### config.mk
export PLATFORM = sky130hd
export DESIGN_NAME = power_mode_clock_sequencer
export DESIGN_NICKNAME = d
export VERILOG_FILES = /design/src/inc/pm_seq_pkg.sv /design/src/core/power_mode_clock_sequencer.sv
export VERILOG_INCLUDE_DIRS = /design/src /design/src/inc
export SDC_FILE = /design/constraint.sdc
export NUM_CORES = 1
export LEC_CHECK = 0
export ABC_CLOCK_PERIOD_IN_PS = 2900
export BUFFER_PORTS_ARGS = -buffer_cell sky130_fd_sc_hd__buf_2
export CAP_MARGIN = 15
export CORE_MARGIN = 4
export CORE_UTILIZATION = 49
export CTS_CLUSTER_SIZE = 20
export DETAILED_ROUTE_END_ITERATION = 7
export PLACE_DENSITY = 0.75
export SYNTH_ARGS = -nofsm -noshare
export SYNTH_HDL_FRONTEND = slang
export SYNTH_SLANG_ARGS = --single-unit
### constraint.sdc
create_clock -name i_clk -period 2.9 [get_ports i_clk]
set_clock_uncertainty 0.2 [all_clocks]
set_input_delay 0 -clock i_clk [delete_from_list [all_inputs] [get_ports i_clk]]
set_output_delay 0 -clock i_clk [all_outputs]
set_load 0.005 [all_outputs]
### src/inc/pm_seq_defines.svh
`ifndef PM_SEQ_DEFINES_SVH
`define PM_SEQ_DEFINES_SVH

// ----------------------------------------
// register byte offsets
// ----------------------------------------
`define OFS_CTRL 8'h00
`define OFS_PLL_CFG 8'h04
`define OFS_CLK_DIV 8'h08
`define OFS_PMODE 8'h0C
`define OFS_PGATE 8'h10
`define OFS_PDIV 8'h14
`define OFS_STATUS 8'h18

// ----------------------------------------
// field positions
// ----------------------------------------
`define CTRL_PLL_EN 0
`define CTRL_PLL_CONN 1
`define CTRL_SRC_LO 2
`define CTRL_SRC_HI 3
`define CTRL_MAIN_EN 4
`define CFG_N_HI 7
`define CFG_M_LO 8
`define CFG_M_HI 22

// ----------------------------------------
// mode request codes and clock sources
// ----------------------------------------
`define PMODE_IDLE 3'h1
`define PMODE_SLEEP 3'h2
`define PMODE_PDOWN 3'h3
`define PMODE_DEEP 3'h4
`define SRC_RC 2'h0
`define SRC_MAIN 2'h1

// ----------------------------------------
// reset values
// ----------------------------------------
`define CTRL_RST 5'h00
`define PLL_CFG_RST 23'h00_0000
`define CLK_DIV_RST 16'h0000
`define PGATE_RST 8'hFF
`define PDIV_RST 16'h0000

// ----------------------------------------
// timing
// ----------------------------------------
`define CLK_MHZ 25
`define RC_MHZ 4
`define RC_START_US 60
`define FLASH_START_US 100
`define RC_START_CLKS (`RC_START_US * `CLK_MHZ)
`define FLASH_TICKS (`FLASH_START_US * `RC_MHZ)
`define RESUME_RC_TICKS 4
`define RESUME_MAIN_TICKS 4096
`define RST_HOLD_CLKS 16

`endif

### src/inc/pm_seq_pkg.sv
package pm_seq_pkg;

  typedef enum logic [2:0] {
    ST_RESET,
    ST_RUN,
    ST_IDLE,
    ST_SLEEP,
    ST_PDOWN,
    ST_DEEP,
    ST_OSC_START,
    ST_RESUME
  } pm_state_t;

endpackage : pm_seq_pkg

### src/core/power_mode_clock_sequencer.sv
`timescale 1ns/10ps
`include "pm_seq_defines.svh"

// Functional notes
// - input pre-divider N from 1 to 256
// - feedback divider M 1..32768, phase compare
// - reset and power-down: synthesizer off, bypassed
// - power-up and deep wakes run from RC
// - power-down wake always passes wake timer
// - idle stops processor until interrupt or reset
// - sleep stops clocks, keeps state, rtc runs
// - sleep gates RC output, RC stays powered
// - sleep clears synthesizer and clock dividers
// - sleep ends on clockless interrupt; flash on
// - sleep resume after 4 or 4096 cycles
// - power-down also stops RC and flash
// - RC start 60 us, then 4 cycles
// - flash counter 100 us, blocks flash access
// - deep mode: regulator off, full reset resume
// - deep mode wakes on alarm or reset
// - per-peripheral clock gate and divider
// - battery domain alarm output drives power-up
// - reset held for osc, count, flash init
module power_mode_clock_sequencer
  import pm_seq_pkg::*;
(
  input wire logic i_clk,
  input wire logic i_rstn,
  input wire logic i_wb_cyc,
  input wire logic i_wb_stb,
  input wire logic i_wb_we,
  input wire logic [7:0] i_wb_adr,
  input wire logic [3:0] i_wb_sel,
  input wire logic [31:0] i_wb_dat,
  output logic [31:0] o_wb_dat,
  output logic o_wb_ack,
  input wire logic i_ref_tick,
  input wire logic i_osc_tick,
  input wire logic i_pll_lock,
  input wire logic i_rc_tick,
  input wire logic i_main_tick,
  input wire logic i_rc_ok,
  input wire logic i_irq,
  input wire logic i_wake_irq,
  input wire logic i_rtc_alarm,
  output logic o_sys_rst_n,
  output logic o_pll_power,
  output logic o_pll_connect,
  output logic o_pfd_up,
  output logic o_pfd_down,
  output logic [1:0] o_clk_src,
  output logic [7:0] o_cpu_div,
  output logic [7:0] o_usb_div,
  output logic o_cpu_clk_en,
  output logic o_rc_power,
  output logic o_rc_out_en,
  output logic o_main_osc_en,
  output logic o_flash_power,
  output logic o_flash_access,
  output logic o_regulator_on,
  output logic o_alarm_out,
  output logic [7:0] o_pclk_tick
);

  // ----------------------------------------
  // state and storage
  // ----------------------------------------
  pm_state_t st_reg;
  pm_state_t st_next;
  logic [4:0] ctrl_reg;
  logic [22:0] pll_cfg_reg;
  logic [15:0] clk_div_reg;
  logic [7:0] pgate_reg;
  logic [15:0] pdiv_reg;
  logic [10:0] cnt_reg;
  logic [12:0] wake_cnt_reg;
  logic [8:0] flash_cnt_reg;
  logic flash_busy_reg;
  logic resume_main_reg;
  logic [7:0] pre_cnt_reg;
  logic [14:0] fb_cnt_reg;
  logic ref_div_reg;
  logic fb_div_reg;
  logic ack_reg;
  logic [31:0] rdat_reg;
  logic [2:0] mode_req;
  logic req;
  logic wr;
  logic [31:0] wmask;
  logic enter_sleep;
  logic enter_pd;
  logic cfg_clr;
  logic flash_start;
  logic run_like;
  logic sel_tick;
  logic [12:0] resume_last;

  // ----------------------------------------
  // bus decode
  // ----------------------------------------
  assign req = i_wb_cyc & i_wb_stb;
  assign wr = req & i_wb_we & ~ack_reg;
  assign wmask = {{8{i_wb_sel[3]}}, {8{i_wb_sel[2]}},
                  {8{i_wb_sel[1]}}, {8{i_wb_sel[0]}}};

  // bytes without a strobe keep their value
  function automatic logic [31:0] merge(input logic [31:0] old);
    merge = (old & ~wmask) | (i_wb_dat & wmask);
  endfunction : merge

  assign mode_req = (wr && i_wb_adr == `OFS_PMODE && i_wb_sel[0])
                    ? i_wb_dat[2:0] : 3'h0;
  assign run_like = (st_reg == ST_RUN) || (st_reg == ST_IDLE);
  assign enter_sleep = (st_reg == ST_RUN) &&
                       (mode_req == `PMODE_SLEEP);
  assign enter_pd = (st_reg == ST_RUN) &&
                    ((mode_req == `PMODE_PDOWN) ||
                     (mode_req == `PMODE_DEEP));
  // nothing survives the logic supply going away
  assign cfg_clr = (st_reg == ST_DEEP) && i_rtc_alarm;

  // single wait state answer, unmapped reads zero
  always_ff @(posedge i_clk or negedge i_rstn) begin
    if (!i_rstn) begin
      ack_reg <= 1'b0;
    end else begin
      ack_reg <= req & ~ack_reg;
    end
  end

  always_ff @(posedge i_clk or negedge i_rstn) begin
    if (!i_rstn) begin
      rdat_reg <= 32'h0000_0000;
    end else if (req && !ack_reg) begin
      rdat_reg <= 32'h0000_0000;
      if (i_wb_adr == `OFS_CTRL) begin
        rdat_reg[4:0] <= ctrl_reg;
      end else if (i_wb_adr == `OFS_PLL_CFG) begin
        rdat_reg[22:0] <= pll_cfg_reg;
      end else if (i_wb_adr == `OFS_CLK_DIV) begin
        rdat_reg[15:0] <= clk_div_reg;
      end else if (i_wb_adr == `OFS_PGATE) begin
        rdat_reg[7:0] <= pgate_reg;
      end else if (i_wb_adr == `OFS_PDIV) begin
        rdat_reg[15:0] <= pdiv_reg;
      end else if (i_wb_adr == `OFS_STATUS) begin
        rdat_reg[2:0] <= st_reg;
        rdat_reg[3] <= i_pll_lock;
        rdat_reg[4] <= o_pll_connect;
        rdat_reg[5] <= o_flash_access;
        rdat_reg[6] <= resume_main_reg;
      end
    end
  end

  assign o_wb_ack = ack_reg;
  assign o_wb_dat = rdat_reg;

  // ----------------------------------------
  // configuration registers
  // ----------------------------------------
  always_ff @(posedge i_clk or negedge i_rstn) begin
    if (!i_rstn) begin
      ctrl_reg <= `CTRL_RST;
    end else if (cfg_clr) begin
      ctrl_reg <= `CTRL_RST;
    end else if (enter_pd) begin
      ctrl_reg <= `CTRL_RST;
    end else if (enter_sleep) begin
      ctrl_reg[`CTRL_PLL_EN] <= 1'b0;
      ctrl_reg[`CTRL_PLL_CONN] <= 1'b0;
    end else if (wr && i_wb_adr == `OFS_CTRL) begin
      ctrl_reg <= 5'(merge({27'h000_0000,
                            ctrl_reg}));
    end
  end

  always_ff @(posedge i_clk or negedge i_rstn) begin
    if (!i_rstn) begin
      pll_cfg_reg <= `PLL_CFG_RST;
    end else if (cfg_clr) begin
      pll_cfg_reg <= `PLL_CFG_RST;
    end else if (wr && i_wb_adr == `OFS_PLL_CFG) begin
      pll_cfg_reg <= 23'(merge({9'h000, pll_cfg_reg}));
    end
  end

  always_ff @(posedge i_clk or negedge i_rstn) begin
    if (!i_rstn) begin
      clk_div_reg <= `CLK_DIV_RST;
    end else if (cfg_clr || enter_sleep || enter_pd) begin
      clk_div_reg <= `CLK_DIV_RST;
    end else if (wr && i_wb_adr == `OFS_CLK_DIV) begin
      clk_div_reg <= 16'(merge({16'h0000, clk_div_reg}));
    end
  end

  always_ff @(posedge i_clk or negedge i_rstn) begin
    if (!i_rstn) begin
      pgate_reg <= `PGATE_RST;
      pdiv_reg <= `PDIV_RST;
    end else if (cfg_clr) begin
      pgate_reg <= `PGATE_RST;
      pdiv_reg <= `PDIV_RST;
    end else if (wr && i_wb_adr == `OFS_PGATE) begin
      pgate_reg <= 8'(merge({24'h00_0000, pgate_reg}));
    end else if (wr && i_wb_adr == `OFS_PDIV) begin
      pdiv_reg <= 16'(merge({16'h0000, pdiv_reg}));
    end
  end

  // ----------------------------------------
  // power mode sequencer
  // ----------------------------------------
  assign sel_tick = resume_main_reg ? i_main_tick : i_rc_tick;
  assign resume_last = resume_main_reg
                       ? 13'(`RESUME_MAIN_TICKS - 1)
                       : 13'(`RESUME_RC_TICKS - 1);

  always_comb begin
    st_next = st_reg;
    case (st_reg)
      ST_RESET: begin
        // hold until osc, count, flash done
        if (i_rc_ok && !flash_busy_reg &&
            cnt_reg >= 11'(`RST_HOLD_CLKS)) begin
          st_next = ST_RUN;
        end
      end
      ST_RUN: begin
        if (mode_req == `PMODE_IDLE) begin
          st_next = ST_IDLE;
        end else if (mode_req == `PMODE_SLEEP) begin
          st_next = ST_SLEEP;
        end else if (mode_req == `PMODE_PDOWN) begin
          st_next = ST_PDOWN;
        end else if (mode_req == `PMODE_DEEP) begin
          st_next = ST_DEEP;
        end
      end
      ST_IDLE: begin
        if (i_irq) begin
          st_next = ST_RUN;
        end
      end
      ST_SLEEP: begin
        if (i_wake_irq) begin
          st_next = ST_RESUME;
        end
      end
      ST_PDOWN: begin
        if (i_wake_irq) begin
          st_next = ST_OSC_START;
        end
      end
      ST_DEEP: begin
        if (i_rtc_alarm) begin
          st_next = ST_RESET;
        end
      end
      ST_OSC_START: begin
        if (cnt_reg == 11'(`RC_START_CLKS - 1)) begin
          st_next = ST_RESUME;
        end
      end
      ST_RESUME: begin
        if (sel_tick && wake_cnt_reg == resume_last) begin
          st_next = ST_RUN;
        end
      end
      default: begin
        st_next = ST_RESET;
      end
    endcase
  end

  always_ff @(posedge i_clk or negedge i_rstn) begin
    if (!i_rstn) begin
      st_reg <= ST_RESET;
    end else begin
      st_reg <= st_next;
    end
  end

  // which oscillator the resume count watches
  always_ff @(posedge i_clk or negedge i_rstn) begin
    if (!i_rstn) begin
      resume_main_reg <= 1'b0;
    end else if (enter_sleep) begin
      resume_main_reg <= (ctrl_reg[`CTRL_SRC_HI:`CTRL_SRC_LO]
                          == `SRC_MAIN);
    end else if (enter_pd) begin
      resume_main_reg <= 1'b0;
    end
  end

  always_ff @(posedge i_clk or negedge i_rstn) begin
    if (!i_rstn) begin
      cnt_reg <= 11'h000;
    end else if (st_next != st_reg) begin
      cnt_reg <= 11'h000;
    end else if (cnt_reg != 11'h7FF) begin
      cnt_reg <= cnt_reg + 11'h001;
    end
  end

  always_ff @(posedge i_clk or negedge i_rstn) begin
    if (!i_rstn) begin
      wake_cnt_reg <= 13'h0000;
    end else if (st_reg != ST_RESUME) begin
      wake_cnt_reg <= 13'h0000;
    end else if (sel_tick) begin
      wake_cnt_reg <= wake_cnt_reg + 13'h0001;
    end
  end

  // ----------------------------------------
  // flash wake-up counter
  // ----------------------------------------
  assign flash_start = ((st_reg == ST_OSC_START) &&
                        (st_next == ST_RESUME)) ||
                       ((st_reg == ST_DEEP) &&
                        (st_next == ST_RESET));

  // count RC ticks for flash start-up
  always_ff @(posedge i_clk or negedge i_rstn) begin
    if (!i_rstn) begin
      flash_busy_reg <= 1'b1;
      flash_cnt_reg <= 9'h000;
    end else if (flash_start) begin
      flash_busy_reg <= 1'b1;
      flash_cnt_reg <= 9'h000;
    end else if (enter_pd) begin
      flash_busy_reg <= 1'b1;
      flash_cnt_reg <= 9'h000;
    end else if (flash_busy_reg && o_rc_power &&
                 st_reg != ST_PDOWN && i_rc_tick) begin
      if (flash_cnt_reg == 9'(`FLASH_TICKS - 1)) begin
        flash_busy_reg <= 1'b0;
      end
      flash_cnt_reg <= flash_cnt_reg + 9'h001;
    end
  end

  // ----------------------------------------
  // synthesizer dividers and phase compare
  // ----------------------------------------
  // input divide by N
  always_ff @(posedge i_clk or negedge i_rstn) begin
    if (!i_rstn) begin
      pre_cnt_reg <= 8'h00;
      ref_div_reg <= 1'b0;
    end else if (!o_pll_power) begin
      pre_cnt_reg <= 8'h00;
      ref_div_reg <= 1'b0;
    end else begin
      ref_div_reg <= 1'b0;
      if (i_ref_tick) begin
        if (pre_cnt_reg == pll_cfg_reg[`CFG_N_HI:0]) begin
          pre_cnt_reg <= 8'h00;
          ref_div_reg <= 1'b1;
        end else begin
          pre_cnt_reg <= pre_cnt_reg + 8'h01;
        end
      end
    end
  end

  always_ff @(posedge i_clk or negedge i_rstn) begin
    if (!i_rstn) begin
      fb_cnt_reg <= 15'h0000;
      fb_div_reg <= 1'b0;
    end else if (!o_pll_power) begin
      fb_cnt_reg <= 15'h0000;
      fb_div_reg <= 1'b0;
    end else begin
      fb_div_reg <= 1'b0;
      if (i_osc_tick) begin
        if (fb_cnt_reg ==
            pll_cfg_reg[`CFG_M_HI:`CFG_M_LO]) begin
          fb_cnt_reg <= 15'h0000;
          fb_div_reg <= 1'b1;
        end else begin
          fb_cnt_reg <= fb_cnt_reg + 15'h0001;
        end
      end
    end
  end

  always_ff @(posedge i_clk or negedge i_rstn) begin
    if (!i_rstn) begin
      o_pfd_up <= 1'b0;
      o_pfd_down <= 1'b0;
    end else if (!o_pll_power) begin
      o_pfd_up <= 1'b0;
      o_pfd_down <= 1'b0;
    end else if ((o_pfd_up | ref_div_reg) &&
                 (o_pfd_down | fb_div_reg)) begin
      o_pfd_up <= 1'b0;
      o_pfd_down <= 1'b0;
    end else begin
      o_pfd_up <= o_pfd_up | ref_div_reg;
      o_pfd_down <= o_pfd_down | fb_div_reg;
    end
  end

  // ----------------------------------------
  // clock and power outputs
  // ----------------------------------------
  // off and bypassed outside run modes
  assign o_pll_power = ctrl_reg[`CTRL_PLL_EN] & run_like;
  assign o_pll_connect = o_pll_power & i_pll_lock &
                         ctrl_reg[`CTRL_PLL_CONN];
  assign o_clk_src = ctrl_reg[`CTRL_SRC_HI:`CTRL_SRC_LO];
  assign o_cpu_div = clk_div_reg[7:0];
  assign o_usb_div = clk_div_reg[15:8];
  assign o_cpu_clk_en = (st_reg == ST_RUN);
  // sleep gates RC, keeps it powered
  assign o_rc_out_en = run_like || (st_reg == ST_RESET) ||
                        (st_reg == ST_RESUME);
  assign o_rc_power = (st_reg != ST_PDOWN) &&
                      (st_reg != ST_DEEP);
  assign o_flash_power = o_rc_power;
  assign o_main_osc_en = ctrl_reg[`CTRL_MAIN_EN] &&
                         (run_like || (st_reg == ST_RESUME));
  assign o_flash_access = o_flash_power & ~flash_busy_reg;
  assign o_regulator_on = (st_reg != ST_DEEP);
  assign o_sys_rst_n = (st_reg != ST_RESET) &&
                       (st_reg != ST_DEEP);

  always_ff @(posedge i_clk or negedge i_rstn) begin
    if (!i_rstn) begin
      o_alarm_out <= 1'b0;
    end else begin
      o_alarm_out <= i_rtc_alarm;
    end
  end

  // ----------------------------------------
  // peripheral clock gates and dividers
  // ----------------------------------------
  // divide by 1, 2, 4 or 8; idle keeps them going
  genvar gi;
  generate
    for (gi = 0; gi < 8; gi = gi + 1) begin : g_pclk
      logic [2:0] pcnt_reg;
      logic [2:0] plast;
      assign plast = 3'((4'h1 << pdiv_reg[2*gi +: 2]) - 4'h1);
      always_ff @(posedge i_clk or negedge i_rstn) begin
        if (!i_rstn) begin
          pcnt_reg <= 3'h0;
          o_pclk_tick[gi] <= 1'b0;
        end else if (!run_like || !pgate_reg[gi]) begin
          pcnt_reg <= 3'h0;
          o_pclk_tick[gi] <= 1'b0;
        end else if (pcnt_reg >= plast) begin
          pcnt_reg <= 3'h0;
          o_pclk_tick[gi] <= 1'b1;
        end else begin
          pcnt_reg <= pcnt_reg + 3'h1;
          o_pclk_tick[gi] <= 1'b0;
        end
      end
    end
  endgenerate

endmodule : power_mode_clock_sequencer

# [Yosys cells after proc, flatten, opt, wreduce, memory -nomap -nowiden]
# Cells that the tools add are included.
[classes] addsub=21 magnitude_cmp=9 eq_ne=33 shifts=8 muxes=100 n_bitwise=24 reduce_logical=68
[ops] operator="$mux 16" n=7
[ops] operator="$mux 3" n=29
[ops] operator="$mux 8" n=7
[ops] operator="$and 23x23->23" n=2
[ops] operator="$mux 23" n=2
[ops] operator="$mux 15" n=3
[ops] operator="$mux 9" n=4
[ops] operator="$mux 1" n=33
[ops] operator="$and 16x16->16" n=2
[ops] operator="$or 16x16->16" n=2
[ops] operator="$mux 13" n=2
[ops] operator="$add 3x1->3 const B" n=8
[ops] operator="$eq 8x5->1 const B" n=3
[ops] operator="$ge 3x3->1" n=8
[ops] operator="$pmux 3 s8" n=1
[ops] operator="$shl 1x2->3 const A" n=8
[ops] operator="$sub 3x1->3 const B" n=8
[ops] operator="$logic_and 1x1->1" n=23
[ops] operator="$not 23->23" n=1
[ops] operator="$or 23x23->23" n=1
[ops] operator="$mux 11" n=2
[ops] operator="$mux 7" n=3
[ops] operator="$mux 5" n=4
[ops] operator="$eq 3x3->1 const B" n=6
[ops] operator="39 further kinds" n=94
[word_totals] ff_bits=190 inputBits=58 out_inout_bits=72

# [Depth between registers and ports, before layout]
# Gate-level depths: netlist (run 1).
[depth] word_depth=17 ltp_mapped=8

# [Worst setup path before layout (run 1)]
# Ideal clock, no wire load.
[synth_timing] path_type="register to register" from="register cnt_reg[5]" to="register cnt_reg[0]" t_arrival_ns=2.059 required_time_ns=2.566 setup_slack_ns=0.506 path_stages_with_launch=8 path_buffers=2 period_less_slack_ns=2.394 cell_sequence="dfrtp_1 > buf_2 > or4b_2 > nor4_1 > a22oi_1 > o31ai_1 > buf_2 > nor3_1"
[synth_via] elab_chain_cells=6 word_cells_on_any_way=10 classes_between="order compare (1); eq/ne (3); mux (4); reduce/logical (2)"
[synth_rtl] element="start, declared" line_no="power_mode_clock_sequencer.sv:75" source="logic [10:0] cnt_reg;"
[synth_rtl] element="start signal, assigned" line_no="power_mode_clock_sequencer.sv:303" source="cnt_reg <= cnt_reg + 11'h001;"
[synth_rtl] element="$ge 11x5->1" line_no="power_mode_clock_sequencer.sv:226" source="cnt_reg >= 11'(`RST_HOLD_CLKS)) begin"
[synth_rtl] element="$logic_and 1x1->1" line_no="power_mode_clock_sequencer.sv:225" source="if (i_rc_ok && !flash_busy_reg &&"
[synth_rtl] element="$mux 3" line_no="power_mode_clock_sequencer.sv:225"
[synth_rtl] element="$pmux 3 s8" line_no="power_mode_clock_sequencer.sv:222" source="case (st_reg)"
[synth_rtl] element="$ne 3x3->1" line_no="power_mode_clock_sequencer.sv:300" source="end else if (st_next != st_reg) begin"
[synth_rtl] element="$mux 11 / $reduce_bool 2->1 (equally long branches)"
# Parallel ways exist; a longest one is shown, timed or not.
# A chain may end at the register's enable or synchronous reset.

# [Worst setup path in the final report (run 1)]
[layout_timing] from="input port i_wb_adr[3]" to="register pll_cfg_reg[13]"
[layout_via] elab_chain_cells=3
[layout_rtl] element="start, declared" line_no="power_mode_clock_sequencer.sv:32" source="input wire logic [7:0] i_wb_adr,"
[layout_rtl] element="$eq 8x3->1 (no source line)"
[layout_rtl] element="$logic_and 1x1->1 (no source line)"
[layout_rtl] element="$reduce_bool 2->1 (no source line)"
[layout_rtl] element="end signal, assigned" line_no="power_mode_clock_sequencer.sv:180" source="pll_cfg_reg <= `PLL_CFG_RST;"
[layout_rtl] element="end signal, assigned" line_no="power_mode_clock_sequencer.sv:182" source="pll_cfg_reg <= `PLL_CFG_RST;"
[layout_rtl] element="end signal, assigned" line_no="power_mode_clock_sequencer.sv:184" source="pll_cfg_reg <= 23'(merge({9'h000, pll_cfg_reg}));"
[layout_rtl] element="end, declared" line_no="power_mode_clock_sequencer.sv:71" source="logic [22:0] pll_cfg_reg;"
# Every way passes these cells.

==> impl_metrics.json, run 1 <==
{
  "num_rows": 52,
  "worstSetupPathType": "in2reg",
  "htreeDepth": 4,
  "utilization": 0.605,
  "rsz0062_at_grt": "no",
  "worstPathCellList": "dlygate4sd3_1 > buf_2 > or3b_2 > nor3_2 > buf_4 > nand4_4 > dlygate4sd3_1 > mux2i_1 > nor2_1",
  "setup_viol": 0,
  "synth_common_cells": "181 x dfrtp_1, 130 x nor2_1, 116 x nand2_1",
  "drv_cap": 0,
  "fp.dieH_um": 151,
  "crit_path_end_kind": "flop",
  "gp_congestion": 0.917,
  "yosys.area.top_type": "dfrtp_1",
  "critPathRequiredTime_ps": 3020,
  "cts_buffers": 17,
  "synthFlopType": "dfrtp_1",
  "via_per_inst": 5.67,
  "critical_path_peak_fanout": 27,
  "regToRegStartpoint": "st_reg[1]",
  "clkTransAtPathRegs_ps": 70,
  "fin_crit_ps": 2770,
  "yosysSeqAreaShare": 0.473,
  "ys_top_cells_by_area": "dfrtp_1 45%, nor2_1 4.8%, ha_1 4.7%",
  "cpMostUsedCell": "dlygate4sd3_1",
  "detail-route-antenna-nets": 0,
  "first_pass_iters": 6,
  "drtIter0Drc": 672,
  "outcome": "finished clean",
  "netlist_area_um2": 10100,
  "antenna_found_initial": 0,
  "drive_above_1_share": 0.169,
  "yosysMostFrequentCell": "dfrtp_1",
  "busiest_layer": "met2",
  "synth-seq-cells": 190,
  "die_width_um": 151,
  "startpoint": "i_wb_adr[3]",
  "core_um2": 20200,
  "synth_cell_types": 74,
  "grt_pass1_wl_um": 43500,
  "dieArea_um2": 22900,
  "postSynthCellCount": 1063,
  "hold_class": "in2reg",
  "critPathArrivalTime_ps": 2890,
  "slowest_stage": "dlygate4sd3_1",
  "clock-root-buffer": "clkbuf_16",
  "grt_use_met1": 0.323,
  "nNetsFinal": 1327,
  "ir_drop_mv": 0.405,
  "drv_slew": 0,
  "slew_headroom": 0.521,
  "use_met2": 0.393,
  "gr-total-overflow": 0,
  "grt_max_degree": 60,
  "finalHoldViolCount": 0,
  "min_from": "i_wb_adr[4]",
  "place_hpwl_um": 18600,
  "synth-edff-count": 0,
  "n_fill_cell": 1668,
  "largest_register_ff_count": 24,
  "io_buffers": 110,
  "post-route-period-util": 0.955,
  "cts_num_sinks": 190,
  "area_growth_pct": 21.3,
  "cpLargestDelayFamily": "buffers and inverters",
  "tritoncts": "built",
  "yosysWarnings": 0,
  "antenna_cells": 0,
  "io_pins": 130,
  "syn_area_per_cell_um2": 9.48,
  "max_stage_delay_ps": 660,
  "critical_path_buf_inv_count": 4,
  "fin_ws_ps": 130,
  "use_met3": 0.0604,
  "async_flop_share": 1.00,
  "clock_path_buffers": 2,
  "wl_per_cell_um": 17.6,
  "p_leak_nw": 5.78,
  "grt_use_total": 0.242,
  "start_kind": "primary input",
  "post_cts_buffers": 0,
  "drc_errors": 0,
  "vias": 8585,
  "rrSetupSlack_ps": 240,
  "worstSkewPairLatency_ps": 430,
  "yosysTopAreaCellShare": 0.449,
  "maxClockFrequency_mhz": 361,
  "dpl_worst_slack_ps": 488,
  "routed_wl_um": 26600,
  "worstMarginPinSlew_ps": 716,
  "grt_pass1_vias": 8427,
  "start_util": 0.498,
  "fin_tns_setup_ps": 0,
  "p_per_area_nw_per_um2": 504
}
cell usage in the layout, fill, tap and decap left out, types with 8 or more instances in the layout:
master	count
a21o_1	9
a21oi_1	59
a22o_1	12
a22oi_1	11
a31oi_1	10
and3_1	8
buf_2	109
buf_4	26
clkbuf_16	17
conb_1	9
dfrtp_1	181
dfstp_2	9
dlygate4sd3_1	61
ha_1	38
inv_1	35
mux2i_1	39
nand2_1	116
nand2b_1	10
nand3_1	69
nand4_1	12
nor2_1	130
nor3_1	26
nor4_1	16
o21ai_0	22
or2_2	9
or3_1	8
xnor2_1	30
xor2_1	42
worst paths after layout:
kind	end	cells after the start
setup / recovery	pll_cfg_reg[13]	9
hold / removal	o_wb_dat[7]	4
setup reg to reg	st_reg[1]	7
hold reg to reg	o_pfd_up	1
max in group asynchronous	flash_busy_reg	4
min in group asynchronous	ctrl_reg[3]	3
report_power, final:
| part | switching (mW) | leakage [nW] | internal [mW] | total [mW] |
|---|---|---|---|---|
| sequential | 0.172 | 2.55 | 2.80 | 2.97 |
| clock | 1.05 | 0.301 | 1.48 | 2.52 |
| combinational | 0.359 | 2.93 | 0.305 | 0.664 |
metrics by stage:
step                instance area, um2  cells  total power [mW]  hold slack (ps)
floorplan                        10100   1071              3.37             -496
global placement                 10900   1420              3.60             -139
detailed placement               10900   1420              3.62             -140
CTS                              12200   1514              6.19             47.8
global route                     12200   1514              6.42             89.5
finish                           12200   1514              6.16             61.2
worst reg2reg max path, delay by kind of cell (launching register included):
family	cells	cell delay, ps
flip-flops	1	380
buffers and inverters	3	1330
AO/OA/AOI/OAI	3	260
AND/OR/NAND/NOR	1	370
kinds of logic (layout without fill, tap and decap cells):
| logic type | after synthesis | in the layout | synth area share |
|---|---|---|---|
| AO/OA/AOI/OAI | 174 | 174 | 0.114 |
| XOR/XNOR | 72 | 72 | 0.0625 |
| adder cells (fa/ha/maj) | 38 | 38 | 0.0472 |
| buffers and inverters | 96 | 269 | 0.0438 |
| flip-flops | 190 | 190 | 0.473 |
| multiplexers | 41 | 41 | 0.0410 |
| other | 1 | 9 | 0.000372 |
| AND/OR/NAND/NOR | 451 | 451 | 0.219 |
layout make-up:
class	count	area, um2	area share
multi-input cells	785	4930	0.403
inverters	37	139	0.0114
clock buffers	20	447	0.0365
clock inverters	12	184	0.0150
repair buffers	200	1430	0.117
well taps	270	338	0.0276
flip-flops and latches	190	4770	0.390
layer usage:
| metal | wire length [um] | vias up |
|---|---|---|
| met5 | 0 | - |
| met4 | 588 | 0 |
| met3 | 2150 | 44 |
| met2 | 12600 | 327 |
| met1 | 11300 | 4169 |
| li1 | - | 4045 |
timing repair:
action	in CTS	in global routing
endpoints found under the hold margin	300	0
setup endpoints to repair	0	13
hold buffers	62	0
gates resized for setup	0	3
Power figures use the tool's default switching activity.
==> run 2: changes to the inputs <==
--- a/config.mk
+++ b/config.mk
@@ -6,14 +6,14 @@
 export SDC_FILE = /design/constraint.sdc
 export NUM_CORES = 1
 export LEC_CHECK = 0
-export ABC_CLOCK_PERIOD_IN_PS = 2900
+export ABC_CLOCK_PERIOD_IN_PS = 2250
 export BUFFER_PORTS_ARGS = -buffer_cell sky130_fd_sc_hd__buf_2
 export CAP_MARGIN = 15
 export CORE_MARGIN = 4
 export CORE_UTILIZATION = 49
 export CTS_CLUSTER_SIZE = 20
 export DETAILED_ROUTE_END_ITERATION = 7
-export PLACE_DENSITY = 0.75
+export PLACE_DENSITY = 0.78
 export SYNTH_ARGS = -nofsm -noshare
 export SYNTH_HDL_FRONTEND = slang
 export SYNTH_SLANG_ARGS = --single-unit
==> constraint.sdc (replaced) <==
create_clock -name i_clk -period 2.25 [get_ports i_clk]
set_clock_uncertainty 0.2 [all_clocks]
set_input_delay 0 -clock i_clk [delete_from_list [all_inputs] [get_ports i_clk]]
set_output_delay 0 -clock i_clk [all_outputs]
set_load 0.005 [all_outputs]
==> run 2 against run 1 <==
  * The run now ends with hold timing left
  * Critical path depth fell by 4
  * Sequential power rose by 28%
  * Hold slack got worse by 63 ps
  * Via count rose by 3.0%
  * Wire length rose by 3.5%
  * Die area did not move
  * Critical path type is now reg2reg
==> impl_metrics.json, run 2 (synthesis gave the netlist of run 1 again) <==
{
  "outcome": "finished with violations",
  "violations": "hold timing",
  "cts_num_sinks": 190,
  "grt_use_total": 0.243,
  "critical_path_peak_fanout": 5,
  "place_hpwl_um": 19200,
  "start_kind": "flop",
  "wl_per_cell_um": 18.0,
  "post-route-period-util": 0.970,
  "crit_path_end_kind": "flop",
  "fin_crit_ps": 2180,
  "tritoncts": "built",
  "gr-total-overflow": 0,
  "hold_ws_ps": -1.38,
  "die_width_um": 151,
  "worstPathCellList": "mux2i_1 > or4b_2 > nor3_1 > xnor2_1 > nor2_1",
  "critPathArrivalTime_ps": 2310,
  "first_pass_iters": 5,
  "dpl_worst_slack_ps": 40.3,
  "io_pins": 130,
  "drive_above_1_share": 0.196,
  "critPathRequiredTime_ps": 2380,
  "critical_path_buf_inv_count": 0,
  "start_util": 0.498,
  "final_cell_mix": "181 x dfrtp_1, 130 x nor2_1, 115 x nand2_1",
  "ir_drop_mv": 0.559,
  "regToRegStartpoint": "resume_main_reg",
  "via_per_inst": 5.76,
  "dieArea_um2": 22900,
  "worstSetupPathType": "reg2reg",
  "drtIter0Drc": 624,
  "worstHoldPathCells": 5,
  "n_fill_cell": 1641,
  "finalHoldViolCount": 1,
  "routed_wl_um": 27600,
  "p_per_area_nw_per_um2": 636,
  "min_from": "i_wb_adr[1]",
  "clock-root-buffer": "clkbuf_16",
  "min_to": "st_reg[1]",
  "antenna_found_initial": 0,
  "clkTransAtPathRegs_ps": 70,
  "rsz0062_at_grt": "yes",
  "grt_pass1_vias": 8581,
  "io_buffers": 110,
  "r2r_end": "wake_cnt_reg[12]",
  "maxClockFrequency_mhz": 458,
  "fp.dieH_um": 151,
  "antenna_cells": 0,
  "detail-route-antenna-nets": 0,
  "slowest_stage": "or4b_2",
  "htreeDepth": 4,
  "grt_use_met1": 0.320,
  "nNetsFinal": 1348,
  "largest_register_ff_count": 24,
  "area_growth_pct": 23.2,
  "drv_slew": 0,
  "clock_path_buffers": 2,
  "use_met3": 0.0557,
  "use_met2": 0.397,
  "num_rows": 52,
  "busiest_layer": "met2",
  "setup_viol": 0,
  "rrSetupSlack_ps": 70,
  "p_leak_nw": 5.95,
  "layout_commonest_cell": "dfrtp_1",
  "gp_congestion": 0.906,
  "drv_cap": 0,
  "stdcell_count": 1535,
  "cts_buffers": 17,
  "cpLargestDelayFamily": "simple AND/OR/NAND/NOR gates",
  "placedCellCount": 1452,
  "vias": 8845,
  "utilization": 0.614,
  "fin_ws_ps": 68.1,
  "drc_errors": 0,
  "grt_max_degree": 64,
  "grt_pass1_wl_um": 43600,
  "max_stage_delay_ps": 740,
  "slew_headroom": 0.564,
  "reg2reg_depth": 5,
  "worstMarginPinSlew_ps": 652,
  "core_um2": 20200,
  "worstSkewPairLatency_ps": 440,
  "hold_class": "in2reg"
}
-- run 2: how the worst max path moves through the flow --
| stage | from | end | cells past startpoint |
|---|---|---|---|
| after global routing | st_reg[0] | cnt_reg[5] | 6 |
| after floorplan | cnt_reg[5] | cnt_reg[0] | 7 |
| after global placement | i_wb_adr[5] | o_wb_dat[19] | 5 |
| final | resume_main_reg | wake_cnt_reg[12] | 5 |
| after CTS | o_wb_ack | pdiv_reg[6] | 8 |
| after detailed placement | i_wb_adr[5] | o_wb_dat[19] | 5 |
-- run 2: worst reg2reg max path, stage by stage (launching register included) --
cell     delay (ps)
dfrtp_1         460
mux2i_1         210
or4b_2          740
nor3_1          260
xnor2_1         160
nor2_1           50
-- run 2: metrics by stage --
| stage | power (mW) | instance area (um2) | setup TNS, ps | hold WS, ps |
|---|---|---|---|---|
| after floorplan | 4.36 | 10100 | 0 | -496 |
| after global placement | 4.69 | 11300 | 0 | -178 |
| after detailed placement | 4.73 | 11300 | 0 | -176 |
| after CTS | 7.91 | 12400 | 0 | 5.66 |
| after global routing | 8.21 | 12400 | -246 | 18.3 |
| final | 7.90 | 12400 | 0 | -1.38 |
-- run 2: report_power, final --
group          leakage, nW  switching [mW]  total (mW)  internal [mW]
logic                 3.10           0.509       0.943          0.433
registers             2.55           0.205        3.81           3.61
clock network        0.299            1.53        3.14           1.61
total                 5.95            2.24        7.90           5.65
-- run 2: routing by layer --
layer | vias up | routed length (um) | share of wire
met5 | - | 0 | 0
met4 | 0 | 772 | 0.028
met3 | 71 | 2220 | 0.081
met2 | 386 | 13200 | 0.48
met1 | 4285 | 11400 | 0.41
li1 | 4103 | - | -
-- run 2: layout make-up --
class	instances	area [um2]	share of cell area
clock buffer	17	425	0.0343
clock inverter	15	194	0.0156
inverter	37	139	0.0112
multi-input combinational	785	4940	0.397
sequential	190	4770	0.384
tap	270	338	0.0272
timing repair buffer	221	1620	0.130
-- run 2: what timing repair did --
action | CTS | global route
hold buffers | 50 | 0
setup endpoints to repair | 0 | 27
setup buffers | 0 | 1
endpoints found under the hold margin | 301 | 0
gates resized for setup | 0 | 5
==> run 3: changes to the inputs <==
--- a/config.mk
+++ b/config.mk
@@ -6,14 +6,17 @@
 export SDC_FILE = /design/constraint.sdc
 export NUM_CORES = 1
 export LEC_CHECK = 0
+export ABC_AREA = 1
 export ABC_CLOCK_PERIOD_IN_PS = 2250
 export BUFFER_PORTS_ARGS = -buffer_cell sky130_fd_sc_hd__buf_2
 export CAP_MARGIN = 15
+export CELL_PAD_IN_SITES_DETAIL_PLACEMENT = 0
+export CELL_PAD_IN_SITES_GLOBAL_PLACEMENT = 1
 export CORE_MARGIN = 4
-export CORE_UTILIZATION = 49
+export CORE_UTILIZATION = 39
 export CTS_CLUSTER_SIZE = 20
 export DETAILED_ROUTE_END_ITERATION = 7
-export PLACE_DENSITY = 0.78
+export PLACE_DENSITY = 0.82
 export SYNTH_ARGS = -nofsm -noshare
 export SYNTH_HDL_FRONTEND = slang
 export SYNTH_SLANG_ARGS = --single-unit
==> run 3 against run 2 <==
  * The flow still finishes with violations (hold timing)
  * Via count up 5.0%
  * Count of clock-buffer cells in the layout unchanged
  * Utilization down 12 points
  * Synthesized area up 0.32%
  * Die area up 25%
  * Critical path type is now reg2out
  * Critical endpoint is now o_pll_connect
  * Largest cell class is now sequential cells
  * Largest power group unchanged
  * Highest routed layer unchanged
==> impl_metrics.json, run 3 <==
{
  "clock-root-buffer": "clkbuf_16",
  "largest_register_ff_count": 24,
  "async_flop_share": 1.00,
  "clkTransAtPathRegs_ps": 80,
  "routed_wl_um": 28300,
  "post-route-period-util": 0.955,
  "synthXorXnorAreaFrac": 0.0312,
  "cts_num_sinks": 190,
  "slew_headroom": 0.647,
  "yosysSeqAreaShare": 0.471,
  "antenna_cells": 0,
  "start_kind": "flop",
  "p_comb_frac": 0.100,
  "wl_per_cell_um": 15.9,
  "n_fill_cell": 2402,
  "htreeDepth": 4,
  "vias": 9288,
  "outcome": "finished with violations",
  "clock_path_buffers": 2,
  "max_stage_delay_ps": 470,
  "rsz0062_at_grt": "yes",
  "finalHoldViolCount": 1,
  "synth_cell_types": 51,
  "maxClockFrequency_mhz": 466,
  "drv_cap": 0,
  "drv_slew": 0,
  "yosys.area_share.simple": 0.217,
  "crit_path_end_kind": "output port",
  "seqPwrFrac": 0.479,
  "antenna_found_initial": 0,
  "via_per_inst": 5.22,
  "first_pass_iters": 5,
  "p_per_area_nw_per_um2": 619,
  "die_width_um": 169,
  "reg2reg_depth": 9,
  "drtIter0Drc": 693,
  "layout_commonest_cell": "nand2_1",
  "synthMuxAreaShare": 0.000990,
  "gr-total-overflow": 0,
  "ir_drop_mv": 0.478,
  "ys_top_cells_by_area": "dfrtp_1 45%, nand2_1 8.2%, inv_1 6.5%",
  "critical_path_peak_fanout": 7,
  "io_pins": 130,
  "grt_pass1_wl_um": 46100,
  "synth_compound_area_frac": 0.143,
  "drc_errors": 0,
  "num_rows": 58,
  "synth_adder_area_share": 0.0470,
  "worstSkewPairLatency_ps": 450,
  "regToRegStartpoint": "st_reg[2]",
  "yosysTopAreaCellShare": 0.448,
  "p_int_mw": 5.63,
  "critPathRequiredTime_ps": 2050,
  "cts_buffers": 17,
  "tritoncts": "built",
  "swShare": 0.279,
  "yosys.area.top_type": "dfrtp_1",
  "worstHoldPathCells": 4,
  "setup_viol": 0,
  "min_to": "o_wb_dat[5]",
  "dieArea_um2": 28600,
  "fin_tns_setup_ps": 0,
  "synth_common_cells": "222 x nand2_1, 181 x dfrtp_1, 174 x inv_1",
  "min_from": "i_wb_stb",
  "fp.dieH_um": 169,
  "postSynthCellCount": 1229,
  "worstSetupPathType": "reg2out",
  "place_hpwl_um": 21300,
  "yosysWarnings": 0,
  "rrSetupSlack_ps": 130,
  "detail-route-antenna-nets": 0,
  "start_util": 0.399,
  "net-switching-power_mw": 2.18,
  "grt_pass1_vias": 8975,
  "synth-edff-count": 0,
  "gp_congestion": 0.923,
  "syn_area_per_cell_um2": 8.23,
  "power_frac_clock": 0.422,
  "grt_max_degree": 54,
  "cpMostUsedCell": "inv_2",
  "netlist_area_um2": 10100,
  "worstMarginPinSlew_ps": 525,
  "synth_top_family_by_area": "simple AND/OR/NAND/NOR gates",
  "nNetsFinal": 1531,
  "hold_ws_ps": -1.81,
  "fin_ws_ps": 102,
  "grt_use_total": 0.198,
  "p_leak_nw": 6.09,
  "violations": "hold timing",
  "p_total_mw": 7.81,
  "synth-seq-cells": 190,
  "worstPathCellList": "inv_4 > nand3_2 > nand2_4 > inv_2 > nor2_8 > inv_2 > buf_4 > nor2_1 > buf_2",
  "slowest_stage": "dfrtp_2",
  "yosysMostFrequentCell": "nand2_1",
  "dpl_worst_slack_ps": 27.5,
  "io_buffers": 110,
  "final_cell_mix": "218 x nand2_1, 177 x dfrtp_1, 171 x inv_1",
  "r2r_end": "flash_cnt_reg[7]",
  "critPathArrivalTime_ps": 1950,
  "hold_class": "in2reg",
  "core_um2": 25300,
  "drive_above_1_share": 0.188,
  "synthFlopType": "dfrtp_1",
  "area_growth_pct": 24.8,
  "fin_crit_ps": 2150
}
==> run 3: power by group through the flow <==
stage          Sequential (mW)  Combinational (mW)  Clock [mW]
2_1_floorplan             3.76               0.431           0
3_3_place_gp              3.80               0.686           0
3_5_place_dp              3.80               0.701           0
4_1_cts                   3.73               0.770        3.34
5_1_grt                   3.76               0.892        3.49
6_report                  3.74               0.778        3.29
==> run 3: final cells by class <==
| class | instances | area, um2 | share of cell area |
|---|---|---|---|
| Sequential cell | 190 | 4770 | 0.378 |
| Multi-Input combinational cell | 826 | 4580 | 0.363 |
| Timing Repair Buffer | 215 | 1520 | 0.120 |
| Inverter | 185 | 706 | 0.0559 |
| Clock buffer | 17 | 425 | 0.0337 |
| Tap cell | 330 | 413 | 0.0327 |
| Clock inverter | 15 | 213 | 0.0169 |
==> run 3: critical path, delay by kind of cell, from the launching register on <==
| family | cells | cell delay, ps |
|---|---|---|
| buf+inv | 5 | 510 |
| flops | 1 | 470 |
| simple gates | 4 | 510 |
==> run 3: what timing repair did <==
| action | 4_1_cts | 5_1_grt |
|---|---|---|
| buffers inserted | 0 | 11 |
| endpoints found under the hold margin | 292 | 0 |
| setup endpoints to repair | 1 | 72 |
| gates resized for setup | 1 | 42 |
| hold buffers | 51 | 0 |
| pin swaps | 0 | 5 |
==> run 3: cells by family after synthesis <==
kind of cell,count (synthesis)
AOI/OAI and AO/OA,246
xor gates and xnor gates,36
adders and majority gates,38
buffers and inverters,221
DFF,190
muxes,1
other,1
and+or+nand+nor,496
==> run 3: stage by stage <==
| stage | cell area (um2) | hold slack, ps | utilization | cells |
|---|---|---|---|---|
| global route | 12600 | 19.2 | 0.498 | 1778 |
| CTS | 12400 | 1.86 | 0.490 | 1768 |
| global placement | 11300 | -205 | 0.445 | 1685 |
| detailed placement | 11300 | -200 | 0.445 | 1685 |
| floorplan | 10100 | -496 | - | 1237 |
| finish | 12600 | -1.81 | 0.498 | 1778 |
==> run 3: worst max path at each step <==
stage                     depth (start not counted)                to       from
final                                             9     o_pll_connect  st_reg[2]
after global routing                              9  flash_cnt_reg[7]  st_reg[2]
after CTS                                        14        cnt_reg[0]   o_wb_ack
after detailed placement                         14        cnt_reg[0]   o_wb_ack
after global placement                           14        cnt_reg[4]   o_wb_ack
after floorplan                                  13    pre_cnt_reg[4]  st_reg[2]
==> run 3: metal layers <==
layer  part of all wire  global-route usage
met5                  0                   0
met4              0.011              0.0406
met3              0.067              0.0334
met2               0.46               0.320
met1               0.46               0.283
